==> src/rtl/bsr_pkg.sv <==
package bsr_pkg;

  // ---------------------------------------------------------------
  // Shape of the shift chain
  // ---------------------------------------------------------------
  localparam int          NUM_STAGES   = 8;
  localparam int          TAP_W        = 3;
  localparam logic [2:0]  TAP_FIRST    = 3'h0;
  localparam logic [2:0]  TAP_LAST     = 3'h7;
  localparam logic [7:0]  STAGE_CLEAR  = 8'h00;

  // ---------------------------------------------------------------
  // Register bus layout
  // ---------------------------------------------------------------
  localparam int          ADR_W        = 8;
  localparam int          DAT_W        = 32;
  localparam logic [7:0]  ADR_CFG      = 8'h00;
  localparam logic [7:0]  ADR_STAT     = 8'h04;

  // CFG fields
  localparam int          CFG_TAP_LSB  = 0;
  localparam int          CFG_RETAIN   = 3;
  localparam int          CFG_RUN      = 4;

  // STAT fields
  localparam int          STAT_STG_LSB = 0;
  localparam int          STAT_PEND    = 8;
  localparam int          STAT_OVALID  = 9;
  localparam int          STAT_DIR     = 10;

  // Reset values
  localparam logic        RUN_RST      = 1'b1;
  localparam logic [31:0] DAT_ZERO     = 32'h0000_0000;

  // ---------------------------------------------------------------
  // Snapshot stream buffer
  // ---------------------------------------------------------------
  localparam int          BUF_DEPTH    = 2;

endpackage

==> src/rtl/bsr_buf2.sv <==
`timescale 1ns/1ps
module bsr_buf2 #(
  parameter int WIDTH = 8,
  parameter int DEPTH = 2
) (
  // Clock and reset
  input  wire logic             CLK_SYS,
  input  wire logic             RESETN,
  // Filling side
  input  wire logic             IN_VALID,
  output logic                  IN_READY,
  input  wire logic [WIDTH-1:0] IN_DATA,
  // Draining side
  output logic                  OUT_VALID,
  input  wire logic             OUT_READY,
  output logic      [WIDTH-1:0] OUT_DATA
);

  localparam int PW = $clog2(DEPTH);

  initial begin
    if (DEPTH < 2 || (DEPTH & (DEPTH - 1)) != 0 || WIDTH < 1) begin
      $error("bsr_buf2: DEPTH must be a power of two of at least 2");
    end
  end

  logic [WIDTH-1:0] mem_ff [DEPTH];
  logic [PW-1:0]    wr_ptr_ff;
  logic [PW-1:0]    rd_ptr_ff;
  logic [PW:0]      cnt_ff;
  wire              push = IN_VALID && IN_READY;
  wire              pop  = OUT_VALID && OUT_READY;

  assign IN_READY  = (cnt_ff != (PW+1)'(DEPTH));
  assign OUT_VALID = (cnt_ff != '0);
  assign OUT_DATA  = mem_ff[rd_ptr_ff];

  always_ff @(posedge CLK_SYS) begin
    if (push) begin
      mem_ff[wr_ptr_ff] <= IN_DATA;
    end
  end

  always_ff @(posedge CLK_SYS or negedge RESETN) begin
    if (!RESETN) begin
      wr_ptr_ff <= '0;
      rd_ptr_ff <= '0;
      cnt_ff    <= '0;
    end else begin
      wr_ptr_ff <= wr_ptr_ff + PW'(push);
      rd_ptr_ff <= rd_ptr_ff + PW'(pop);
      cnt_ff    <= cnt_ff + (PW+1)'(push) - (PW+1)'(pop);
    end
  end

endmodule

==> src/rtl/bsr_top.sv <==
// What this block does
// - A rising trigger while running samples the source bit and shifts once; one arriving while a shift is held pending is merged into it.
// - Direction low: sampled bit enters stage one, others move up one.
// - Direction high: sampled bit enters stage eight, others move down one.
// - Output shows the one configured stage, first through last, from the first clock after reset; it is low while in reset.
// - Without retention, restart after power loss from the initial state.
// - With retention, all eight stages survive power loss together.
// - Tap and retention settings cannot change while running.
//
// Design decisions made here: the Wishbone register port and the placing of the registers.
`timescale 1ns/1ps
module bsr_top
  import bsr_pkg::*;
#(
  parameter logic [2:0] TAP_INIT    = bsr_pkg::TAP_FIRST,
  parameter logic       RETAIN_INIT = 1'b0
) (
  // Clock and reset
  input  wire logic                       CLK_SYS,
  input  wire logic                       RESETN,
  // Program logic side
  input  wire logic                       SRC_IN,
  input  wire logic                       TRG_IN,
  input  wire logic                       DIR_IN,
  output logic                            STAGE_Q,
  // Snapshot stream
  output logic                            SNAP_VALID,
  input  wire logic                       SNAP_READY,
  output logic [bsr_pkg::NUM_STAGES-1:0]  SNAP_DATA,
  // Wishbone slave
  input  wire logic                       WB_CYC_I,
  input  wire logic                       WB_STB_I,
  input  wire logic                       WB_WE_I,
  input  wire logic [bsr_pkg::ADR_W-1:0]  WB_ADR_I,
  input  wire logic [3:0]                 WB_SEL_I,
  input  wire logic [bsr_pkg::DAT_W-1:0]  WB_DAT_I,
  output logic [bsr_pkg::DAT_W-1:0]       WB_DAT_O,
  output logic                            WB_ACK_O,
  output logic                            WB_ERR_O
);

  import bsr_pkg::*;

  initial begin
    if (NUM_STAGES != 8) begin
      $error("bsr_top: chain is built for eight stages");
    end
  end

  // ---------------------------------------------------------------
  // Cycle sampling of program inputs
  // ---------------------------------------------------------------
  logic                   src_ff;
  logic                   trg_ff;
  logic                   dir_ff;
  logic                   trg_prev_ff;

  always_ff @(posedge CLK_SYS or negedge RESETN) begin
    if (!RESETN) begin
      src_ff      <= 1'b0;
      trg_ff      <= 1'b0;
      dir_ff      <= 1'b0;
      trg_prev_ff <= 1'b0;
    end else begin
      src_ff      <= SRC_IN;
      trg_ff      <= TRG_IN;
      dir_ff      <= DIR_IN;
      trg_prev_ff <= trg_ff;
    end
  end

  // ---------------------------------------------------------------
  // Configuration and run state
  // ---------------------------------------------------------------
  logic [TAP_W-1:0]       tap_ff;
  logic                   retain_ff;
  logic                   run_ff;
  logic                   start_ff;

  // ---------------------------------------------------------------
  // Edge detection and pending shift
  // ---------------------------------------------------------------
  // Held while the buffer is full so an edge is never lost;
  // further edges during the stall are merged into it.
  logic                   pend_ff;
  logic                   pend_src_ff;
  logic                   pend_dir_ff;
  logic                   buf_ready;

  wire trg_rise  = trg_ff && !trg_prev_ff;
  wire take      = pend_ff || (trg_rise && run_ff);
  wire sh_src    = pend_ff ? pend_src_ff : src_ff;
  wire sh_dir    = pend_ff ? pend_dir_ff : dir_ff;
  wire do_shift  = take && buf_ready;
  wire nxt_pend  = take && !buf_ready;

  always_ff @(posedge CLK_SYS or negedge RESETN) begin
    if (!RESETN) begin
      pend_ff     <= 1'b0;
      pend_src_ff <= 1'b0;
      pend_dir_ff <= 1'b0;
    end else begin
      pend_ff     <= nxt_pend;
      pend_src_ff <= sh_src;
      pend_dir_ff <= sh_dir;
    end
  end

  // ---------------------------------------------------------------
  // Shift chain
  // ---------------------------------------------------------------
  // Stage flops have no reset: retention keeps them across RESETN.
  // Power-on contents come from the configuration load, not from reset.
  logic [NUM_STAGES-1:0]  stage_ff = STAGE_CLEAR;
  logic [NUM_STAGES-1:0]  nxt_stage_ff;
  wire  [NUM_STAGES-1:0]  up_val   = {stage_ff[NUM_STAGES-2:0], sh_src};
  wire  [NUM_STAGES-1:0]  down_val = {sh_src, stage_ff[NUM_STAGES-1:1]};
  wire  [NUM_STAGES-1:0]  shifted  = sh_dir ? down_val : up_val;

  assign nxt_stage_ff = (start_ff && !retain_ff) ? STAGE_CLEAR :
                        start_ff                 ? stage_ff :
                        do_shift                 ? shifted  :
                                                   stage_ff;

  always_ff @(posedge CLK_SYS) begin
    stage_ff <= nxt_stage_ff;
  end

  // ---------------------------------------------------------------
  // Tap output
  // ---------------------------------------------------------------
  function automatic logic tap_pick(input logic [NUM_STAGES-1:0] s,
                                    input logic [TAP_W-1:0]      t);
    tap_pick = s[t];
  endfunction

  logic                   q_ff;
  logic [TAP_W-1:0]       nxt_tap_ff;
  wire                    nxt_q_ff = tap_pick(nxt_stage_ff, nxt_tap_ff);

  always_ff @(posedge CLK_SYS or negedge RESETN) begin
    if (!RESETN) begin
      q_ff <= 1'b0;
    end else begin
      q_ff <= nxt_q_ff;
    end
  end

  assign STAGE_Q = q_ff;

  // ---------------------------------------------------------------
  // Snapshot buffer
  // ---------------------------------------------------------------
  bsr_buf2 #(
    .WIDTH (NUM_STAGES),
    .DEPTH (BUF_DEPTH)
  ) u_buf (
    .CLK_SYS   (CLK_SYS),
    .RESETN    (RESETN),
    .IN_VALID  (do_shift),
    .IN_READY  (buf_ready),
    .IN_DATA   (shifted),
    .OUT_VALID (SNAP_VALID),
    .OUT_READY (SNAP_READY),
    .OUT_DATA  (SNAP_DATA)
  );

  // ---------------------------------------------------------------
  // Wishbone slave
  // ---------------------------------------------------------------
  logic                   ack_ff;
  logic                   err_ff;
  logic [DAT_W-1:0]       dat_ff;

  wire req      = WB_CYC_I && WB_STB_I && !ack_ff && !err_ff;
  wire hit_cfg  = (WB_ADR_I == ADR_CFG);
  wire hit_stat = (WB_ADR_I == ADR_STAT);
  wire hit      = hit_cfg || hit_stat;
  wire cfg_wr   = req && hit_cfg && WB_WE_I && WB_SEL_I[0];
  // Locked settings: a write while running only touches the run bit.
  wire cfg_lock = run_ff;
  wire [DAT_W-1:0] cfg_word = {27'h000_0000, run_ff, retain_ff, tap_ff};
  wire [DAT_W-1:0] stat_word = {21'h00_0000, pend_ff ? pend_dir_ff : dir_ff,
                                SNAP_VALID, pend_ff, stage_ff};
  wire [DAT_W-1:0] rd_word  = hit_cfg  ? cfg_word :
                              hit_stat ? stat_word : DAT_ZERO;

  assign nxt_tap_ff = (cfg_wr && !cfg_lock) ?
                      WB_DAT_I[CFG_TAP_LSB +: TAP_W] : tap_ff;

  always_ff @(posedge CLK_SYS or negedge RESETN) begin
    if (!RESETN) begin
      ack_ff <= 1'b0;
      err_ff <= 1'b0;
      dat_ff <= DAT_ZERO;
    end else begin
      ack_ff <= req && hit;
      err_ff <= req && !hit;
      dat_ff <= (req && !WB_WE_I) ? rd_word : DAT_ZERO;
    end
  end

  always_ff @(posedge CLK_SYS or negedge RESETN) begin
    if (!RESETN) begin
      tap_ff    <= TAP_INIT;
      retain_ff <= RETAIN_INIT;
      run_ff    <= RUN_RST;
      start_ff  <= 1'b1;
    end else begin
      start_ff <= 1'b0;
      tap_ff   <= nxt_tap_ff;
      if (cfg_wr && !cfg_lock) begin
        retain_ff <= WB_DAT_I[CFG_RETAIN];
      end
      if (cfg_wr) begin
        run_ff <= WB_DAT_I[CFG_RUN];
      end
    end
  end

  assign WB_ACK_O = ack_ff;
  assign WB_ERR_O = err_ff;
  assign WB_DAT_O = dat_ff;

  // ---------------------------------------------------------------
  // Assertions
  // ---------------------------------------------------------------
  property p_rise_loads;
    @(posedge CLK_SYS) disable iff (!RESETN)
      (trg_rise && run_ff && !pend_ff && buf_ready && !start_ff) |=>
        ($past(dir_ff) ? stage_ff[NUM_STAGES-1] : stage_ff[0]) == $past(src_ff);
  endproperty
  a_rise_loads: assert property (p_rise_loads)
    else $error("rising trigger did not load the source bit");

  property p_fall_quiet;
    @(posedge CLK_SYS) disable iff (!RESETN)
      (!trg_rise && !pend_ff && !start_ff) |=> $stable(stage_ff);
  endproperty
  a_fall_quiet: assert property (p_fall_quiet)
    else $error("stages changed without a rising trigger");

  property p_shift_up;
    @(posedge CLK_SYS) disable iff (!RESETN)
      (do_shift && !sh_dir && !start_ff) |=>
        stage_ff == {$past(stage_ff[NUM_STAGES-2:0]), $past(sh_src)};
  endproperty
  a_shift_up: assert property (p_shift_up)
    else $error("upward shift wrong");

  property p_shift_down;
    @(posedge CLK_SYS) disable iff (!RESETN)
      (do_shift && sh_dir && !start_ff) |=>
        stage_ff == {$past(sh_src), $past(stage_ff[NUM_STAGES-1:1])};
  endproperty
  a_shift_down: assert property (p_shift_down)
    else $error("downward shift wrong");

  property p_tap_out;
    @(posedge CLK_SYS) disable iff (!RESETN)
      !start_ff |-> STAGE_Q == stage_ff[tap_ff];
  endproperty
  a_tap_out: assert property (p_tap_out)
    else $error("output does not follow the tapped stage");

  property p_clear_start;
    @(posedge CLK_SYS) disable iff (!RESETN)
      (start_ff && !retain_ff) |=> (stage_ff == STAGE_CLEAR) && !STAGE_Q;
  endproperty
  a_clear_start: assert property (p_clear_start)
    else $error("stages not cleared at power-up");

  property p_keep_start;
    @(posedge CLK_SYS) disable iff (!RESETN)
      (start_ff && retain_ff) |=> stage_ff == $past(stage_ff);
  endproperty
  a_keep_start: assert property (p_keep_start)
    else $error("retained stages lost at power-up");

  property p_cfg_locked;
    @(posedge CLK_SYS) disable iff (!RESETN)
      (run_ff && cfg_wr) |=> $stable(tap_ff) && $stable(retain_ff);
  endproperty
  a_cfg_locked: assert property (p_cfg_locked)
    else $error("settings changed while running");

  property p_pend_held;
    @(posedge CLK_SYS) disable iff (!RESETN)
      (take && !buf_ready) |=>
        pend_ff && (sh_src == $past(sh_src)) && (sh_dir == $past(sh_dir));
  endproperty
  a_pend_held: assert property (p_pend_held)
    else $error("stalled edge was not held");

endmodule

==> config.mk <==
export PLATFORM = sky130hd
export DESIGN_NAME = bsr_top
export DESIGN_NICKNAME = d
export VERILOG_FILES = /design/src/rtl/bsr_pkg.sv /design/src/rtl/bsr_buf2.sv /design/src/rtl/bsr_top.sv
export SDC_FILE = /design/constraint.sdc
export NUM_CORES = 1
export LEC_CHECK = 0
export ABC_AREA = 1
export BUFFER_PORTS_ARGS = -buffer_cell sky130_fd_sc_hd__buf_2
export CAP_MARGIN = 25
export CELL_PAD_IN_SITES_DETAIL_PLACEMENT = 2
export CELL_PAD_IN_SITES_GLOBAL_PLACEMENT = 2
export CORE_ASPECT_RATIO = 0.9
export CORE_MARGIN = 1.5
export CORE_UTILIZATION = 28
export DETAILED_ROUTE_END_ITERATION = 8
export PLACE_DENSITY = 0.88
export SLEW_MARGIN = 10
export SYNTH_ARGS = -nofsm -noshare
export SYNTH_HDL_FRONTEND = slang
export SYNTH_SLANG_ARGS = --single-unit
==> constraint.sdc <==
create_clock -name CLK_SYS -period 2.1 [get_ports CLK_SYS]
set_input_delay 0.21 -clock CLK_SYS [delete_from_list [all_inputs] [get_ports CLK_SYS]]
set_output_delay 0.21 -clock CLK_SYS [all_outputs]
set_load 0.02 [all_outputs]
==> impl_metrics.env, run 1 <==
export IMPL_cp_start_kind="register"
export IMPL_tns_ns=0
export IMPL_synth_fa_ha_area_frac=0.0194
export IMPL_syn_avg_cell_area_um2=9.07
export IMPL_first_global_vias=2172
export IMPL_synth_compound_area_share=0.0489
export IMPL_critPathMaxStageDelay_ns=0.54
export IMPL_vias_per_cell=4.20
export IMPL_h_tree_depth=2
export IMPL_clk_latency_ns=0.31
export IMPL_finalCritPeriodShare=0.861
export IMPL_rows=33
export IMPL_nets=395
export IMPL_path_cells="nand3_1 -> nand2_1 -> nand3_2 -> inv_2 -> nand2_1 -> nand3_1 -> nand2_1 -> nand3_1 -> nand2_1 -> nand2_1 -> nand2_1"
export IMPL_synth_seq_cells=55
export IMPL_drive_above_1_share=0.236
export IMPL_synth_distinct_cells=33
export IMPL_cts_buffer_depth=2
export IMPL_cp_data_arrival_time_ns=2.01
export IMPL_synth_top_family_by_area="simple AND/OR/NAND/NOR gates"
export IMPL_synth_warnings=0
export IMPL_synth_area_um2=2590
export IMPL_cts_tree="done"
export IMPL_route_detailed_drc=0
export IMPL_io_pin_count=97
export IMPL_ant_nets=0
export IMPL_firstDrtPassIters=4
export IMPL_endpoint_kind="register"
export IMPL_p_leak_nw=1.53
export IMPL_hold_viol=0
export IMPL_cts_resized=0
export IMPL_skew_ns=0.00929
export IMPL_hold_slack_ns=0.00882
export IMPL_yosys_area_share_simple=0.232
export IMPL_die_area_um2=9820
export IMPL_tightestPinTransition_ns=0.739
export IMPL_numPlacedInstances=451
export IMPL_dp_hpwl_um=4990
export IMPL_status="finished, final reports clean"
export IMPL_via_count=1937
export IMPL_num_fill_cells=1079
export IMPL_grt_pass1_wl_um=10700
export IMPL_clock_root_buffer="clkbuf_8"
export IMPL_setup_viol=0
export IMPL_crit_path_top_delay_cell="dfstp_2"
export IMPL_synth_mux_area_frac=0
export IMPL_initial_utilization=0.286
export IMPL_grt_total_usage=0.138
export IMPL_gp_congestion=0.780
export IMPL_power_density_nw_per_um2=1060
export IMPL_yosysTopAreaCellShare=0.281
export IMPL_ys_seq_area_frac=0.549
export IMPL_ys_flop_type="dfrtp_1"
export IMPL_hold_class="in -> reg"
export IMPL_synthTopCellsByArea="dfrtp_1 28%, edfxtp_1 19%, nand2_1 12%"
export IMPL_max_cap_viol_count=0
export IMPL_grt_max_degree=32
export IMPL_clk_pin_slew_worst_paths_ns=0.10
export IMPL_wire_per_inst_um=13.4
export IMPL_area_delta_synth_final_pct=15.6
export IMPL_stdcell_count=461
export IMPL_cts_buffers=5
export IMPL_antenna_found_initial=0
export IMPL_port_buffers=45
export IMPL_synth_edf_count=16
export IMPL_cts_sinks=55
export IMPL_fp_dieW_um=104
export IMPL_synth_cells=285
export IMPL_min_period_ns=1.81
export IMPL_crit_top_cell="nand2_1"
export IMPL_yosysMostFrequentCell="nand2_1"
export IMPL_crit_path_max_fanout=9
export IMPL_required_ns=2.30
export IMPL_overflow=0
export IMPL_final_seq_area_um2=1420
export IMPL_chipHeight_um=94.2
export IMPL_synthXorXnorAreaFrac=0.0102
export IMPL_slew_headroom=0.507
export IMPL_rsz0062_at_grt="no"
export IMPL_ys_async_sr_fraction=0.564
export IMPL_synth_top_area_cell="dfrtp_1"
export IMPL_peakVddDrop_v=0.000476
export IMPL_finalPower_mw=3.16
export IMPL_fmax_mhz=553
export IMPL_critPathBufInv=1
export IMPL_cp_top_family="simple AND/OR/NAND/NOR gates"
export IMPL_path_class="reg -> reg"
export IMPL_num_antenna_cells=0
export IMPL_final_max_slew_viol_count=0
export IMPL_drt_initial_drc_count=48
export IMPL_wl_um=6190
export IMPL_multiInputGateArea_um2=886
export IMPL_core_area_um2=9040
export IMPL_synth_common_cells="81 x nand2_1, 45 x inv_1, 29 x dfrtp_1"
-- cell usage in the layout, fill, tap and decap left out --
cell type	instances
a21boi_0	1
a21oi_1	4
buf_2	45
buf_4	2
clkbuf_8	5
clkinv_1	2
clkinv_4	1
clkinvlp_4	1
conb_1	22
dfrtp_1	29
dfstp_2	2
dfxtp_1	8
dlygate4sd3_1	2
edfxtp_1	16
ha_1	4
inv_1	45
inv_2	3
nand2_1	81
nand2_2	8
nand2_4	1
nand3_1	17
nand3_2	2
nand3_4	1
nand3b_1	1
nand4_1	3
nor2_1	12
nor2_2	1
nor2_4	2
nor4_1	1
o21ai_0	3
o21ai_1	1
o21ai_2	5
o32ai_1	4
or2_2	1
xnor2_1	1
xor2_1	2
-- worst paths after layout --
check	startpoint	to	slack, ns	depth (start not counted)
setup reg to reg	cfg_lock	STAGE_Q	0.29	11
max in group asynchronous	RESETN	WB_DAT_O[0]	1.13	2
min in group asynchronous	RESETN	u_buf.rd_ptr_ff	0.49	2
setup / recovery	cfg_lock	STAGE_Q	0.29	11
hold / removal	SRC_IN	src_ff	0.009	1
hold reg to reg	trg_ff	trg_prev_ff	0.39	0
-- registers in the layout, indices dropped and copies added, names as in the netlist, 2 cells and up --
register	count
u_buf.mem_ff	16
WB_DAT_O	11
stage_ff	8
tap_ff	3
u_buf.cnt_ff	2
-- stage by stage --
step,utilization,instance area (µm²),setup WS [ns]
after CTS,0.330,2980,0.268
after floorplan,-,2670,0.455
final,0.331,2990,0.291
after global placement,0.319,2880,0.399
after global routing,0.331,2990,0.108
after detailed placement,0.319,2880,0.296
-- layer usage --
metal	track usage	routed length (µm)
met5	0	0
met4	0.0289	65
met3	0.0264	253
met2	0.250	3090
met1	0.171	2780
-- power breakdown --
part,switching (mW),total (mW),internal [mW]
Clock,0.353,0.586,0.234
Sequential,0.0983,1.44,1.34
Combinational,0.792,1.13,0.341
-- kinds of logic (layout without fill, tap and decap cells) --
logic type	count (synthesis)	after routing
simple gates	131	131
buf+inv	73	106
compound gates	18	18
fa+ha+maj	4	4
flops	55	55
xor+xnor	3	3
other cells	1	22
-- final cells by class --
type,instances,area share
Clock inverter,3,0.00669
Clock buffer,5,0.0230
Sequential cell,55,0.474
Timing Repair Buffer,49,0.0870
Inverter,49,0.0615
Multi-Input combinational cell,178,0.296
Tap cell,122,0.0510
-- repair_timing --
item / in CTS / in global routing
endpoints found under the hold margin: 29 / 1
buffers inserted: 0 / 0
hold buffers: 1 / 1
No activity file was read; power rests on OpenSTA's default activity.
==> run 2, diff against run 1 <==
==> constraint.sdc (replaced) <==
create_clock -name CLK_SYS -period 1.75 [get_ports CLK_SYS]
set_input_delay 0.175 -clock CLK_SYS [delete_from_list [all_inputs] [get_ports CLK_SYS]]
set_output_delay 0.175 -clock CLK_SYS [all_outputs]
set_load 0.02 [all_outputs]
==> run 2 against run 1 <==
Flip-flop and latch count unchanged. Maximum frequency up 11%. Clock power up 47%. Total power up 28%. Register-to-register slack worse by 0.17 ns. Cell count up 1.3%. Critical path depth down 7.
==> impl_metrics.env, run 2 (synthesized netlist as in run 1, its figures left out) <==
export IMPL_clk_pin_slew_worst_paths_ns=0.10
export IMPL_path_class="reg -> reg"
export IMPL_tightestPinTransition_ns=0.741
export IMPL_endpoint_kind="register"
export IMPL_routedLengthMet1_um=2700
export IMPL_gp_congestion=0.768
export IMPL_grt_pass1_wl_um=11000
export IMPL_hold_viol=0
export IMPL_chipHeight_um=94.2
export IMPL_clock_root_buffer="clkbuf_8"
export IMPL_vias_per_cell=4.26
export IMPL_pwr_share_comb=0.365
export IMPL_final_cell_mix="75 x nand2_1, 45 x buf_2, 43 x inv_1, 28 x dfrtp_1, 22 x conb_1"
export IMPL_cts_tree="done"
export IMPL_drt_initial_drc_count=43
export IMPL_route_detailed_drc=0
export IMPL_ant_nets=0
export IMPL_wl_met2_um=3340
export IMPL_hold_slack_ns=0.0405
export IMPL_internal_power_mw=2.51
export IMPL_wl_um=6400
export IMPL_nets=401
export IMPL_skew_ns=0.00645
export IMPL_reg2reg_depth=4
export IMPL_rows=33
export IMPL_p_clk_frac=0.212
export IMPL_wire_per_inst_um=13.7
export IMPL_grt_total_usage=0.142
export IMPL_area_delta_synth_final_pct=21.9
export IMPL_final_max_slew_viol_count=0
export IMPL_h_tree_depth=2
export IMPL_peakVddDrop_v=0.000408
export IMPL_hold_class="in -> reg"
export IMPL_cts_buffers=5
export IMPL_clk_latency_ns=0.31
export IMPL_firstDrtPassIters=6
export IMPL_fp_dieW_um=104
export IMPL_rsz0062_at_grt="yes"
export IMPL_grt_max_degree=32
export IMPL_overflow=0
export IMPL_antenna_found_initial=0
export IMPL_top_layer_used="met4"
export IMPL_largest_register_ffs=16
export IMPL_drive_above_1_share=0.293
export IMPL_sequentialPowerShare=0.423
export IMPL_p_leak_nw=1.59
export IMPL_tns_ns=0
export IMPL_initial_utilization=0.286
export IMPL_power_density_nw_per_um2=1280
export IMPL_io_pin_count=97
export IMPL_switchingPower_mw=1.54
export IMPL_regMostFlops="u_buf.mem_ff"
export IMPL_slew_headroom=0.506
export IMPL_status="finished, final reports clean"
export IMPL_cts_sinks=55
export IMPL_port_buffers=45
export IMPL_setup_viol=0
export IMPL_final_common_cell="nand2_1"
export IMPL_crit_path_max_fanout=8
export IMPL_placed_area_um2=2900
export IMPL_route_met3_wl_um=312
export IMPL_core_area_um2=9040
export IMPL_cp_data_arrival_time_ns=1.62
export IMPL_num_antenna_cells=0
export IMPL_first_global_vias=2244
export IMPL_min_period_ns=1.63
export IMPL_cts_buffer_depth=2
export IMPL_fin_area_um2=3150
export IMPL_dp_hpwl_um=5010
export IMPL_die_area_um2=9820
export IMPL_holdPathStages=2
export IMPL_via_count=1991
export IMPL_switching_share=0.380
export IMPL_max_cap_viol_count=0
export IMPL_finalCritPeriodShare=0.931
export IMPL_finalPower_mw=4.05
export IMPL_required_ns=1.74
export IMPL_num_fill_cells=1037
export IMPL_fmax_mhz=614
export IMPL_cp_start_kind="register"
run 2: per-stage QoR:
step,util,instances,setup slack (ns)
after floorplan,-,306,0.105
after global placement,0.320,453,0.114
after detailed placement,0.320,453,0.0483
after CTS,0.337,465,0.0161
after global routing,0.349,467,-0.0113
final,0.349,467,0.121
run 2: power groups by stage:
stage / Combinational (mW) / Sequential (mW) / Clock [mW]
6_report: 1.48 / 1.71 / 0.859
3_3_place_gp: 1.32 / 1.72 / 0
5_1_grt: 1.68 / 1.74 / 0.940
3_5_place_dp: 1.40 / 1.73 / 0
2_1_floorplan: 0.992 / 1.71 / 0
4_1_cts: 1.43 / 1.70 / 0.888
run 2: layout make-up:
class,instances,area (µm²),area share
clock buffers,5,68.8,0.0218
clock inverters,3,43.8,0.0139
inverters,49,191,0.0607
multi-input cells,178,962,0.305
flip-flops and latches,55,1420,0.450
well taps,122,153,0.0484
repair buffers,55,314,0.0996
run 2: what timing repair did:
item,4_1_cts,5_1_grt
gates resized for setup,0,27
hold endpoints to repair,32,0
endpoints found under the setup margin,0,18
hold buffers,4,0
buffers inserted,0,2
run 2: final timing paths:
path | from | endpoint | slack, ns
min in group asynchronous | RESETN | WB_DAT_O[9] | 0.46
min reg2reg | trg_ff | trg_prev_ff | 0.46
max in group asynchronous | RESETN | pend_ff | 0.77
max reg2reg | cfg_lock | u_buf.mem_ff[0][2] | 0.12
max | cfg_lock | u_buf.mem_ff[0][2] | 0.12
min | WB_ADR_I[1] | WB_ACK_O | 0.04
run 2: per-layer routing:
layer | track usage | vias up
met4 | 0.0347 | 0
met2 | 0.265 | 55
met3 | 0.0264 | 5
li1 | - | 960
met1 | 0.169 | 971
met5 | 0 | -
run 2: worst max-delay path: stages (launching register included):
cell and delay (ns):
dfstp_2 0.57, nand3_4 0.09, a21boi_1 0.13, buf_4 0.15
ha_1 0.36
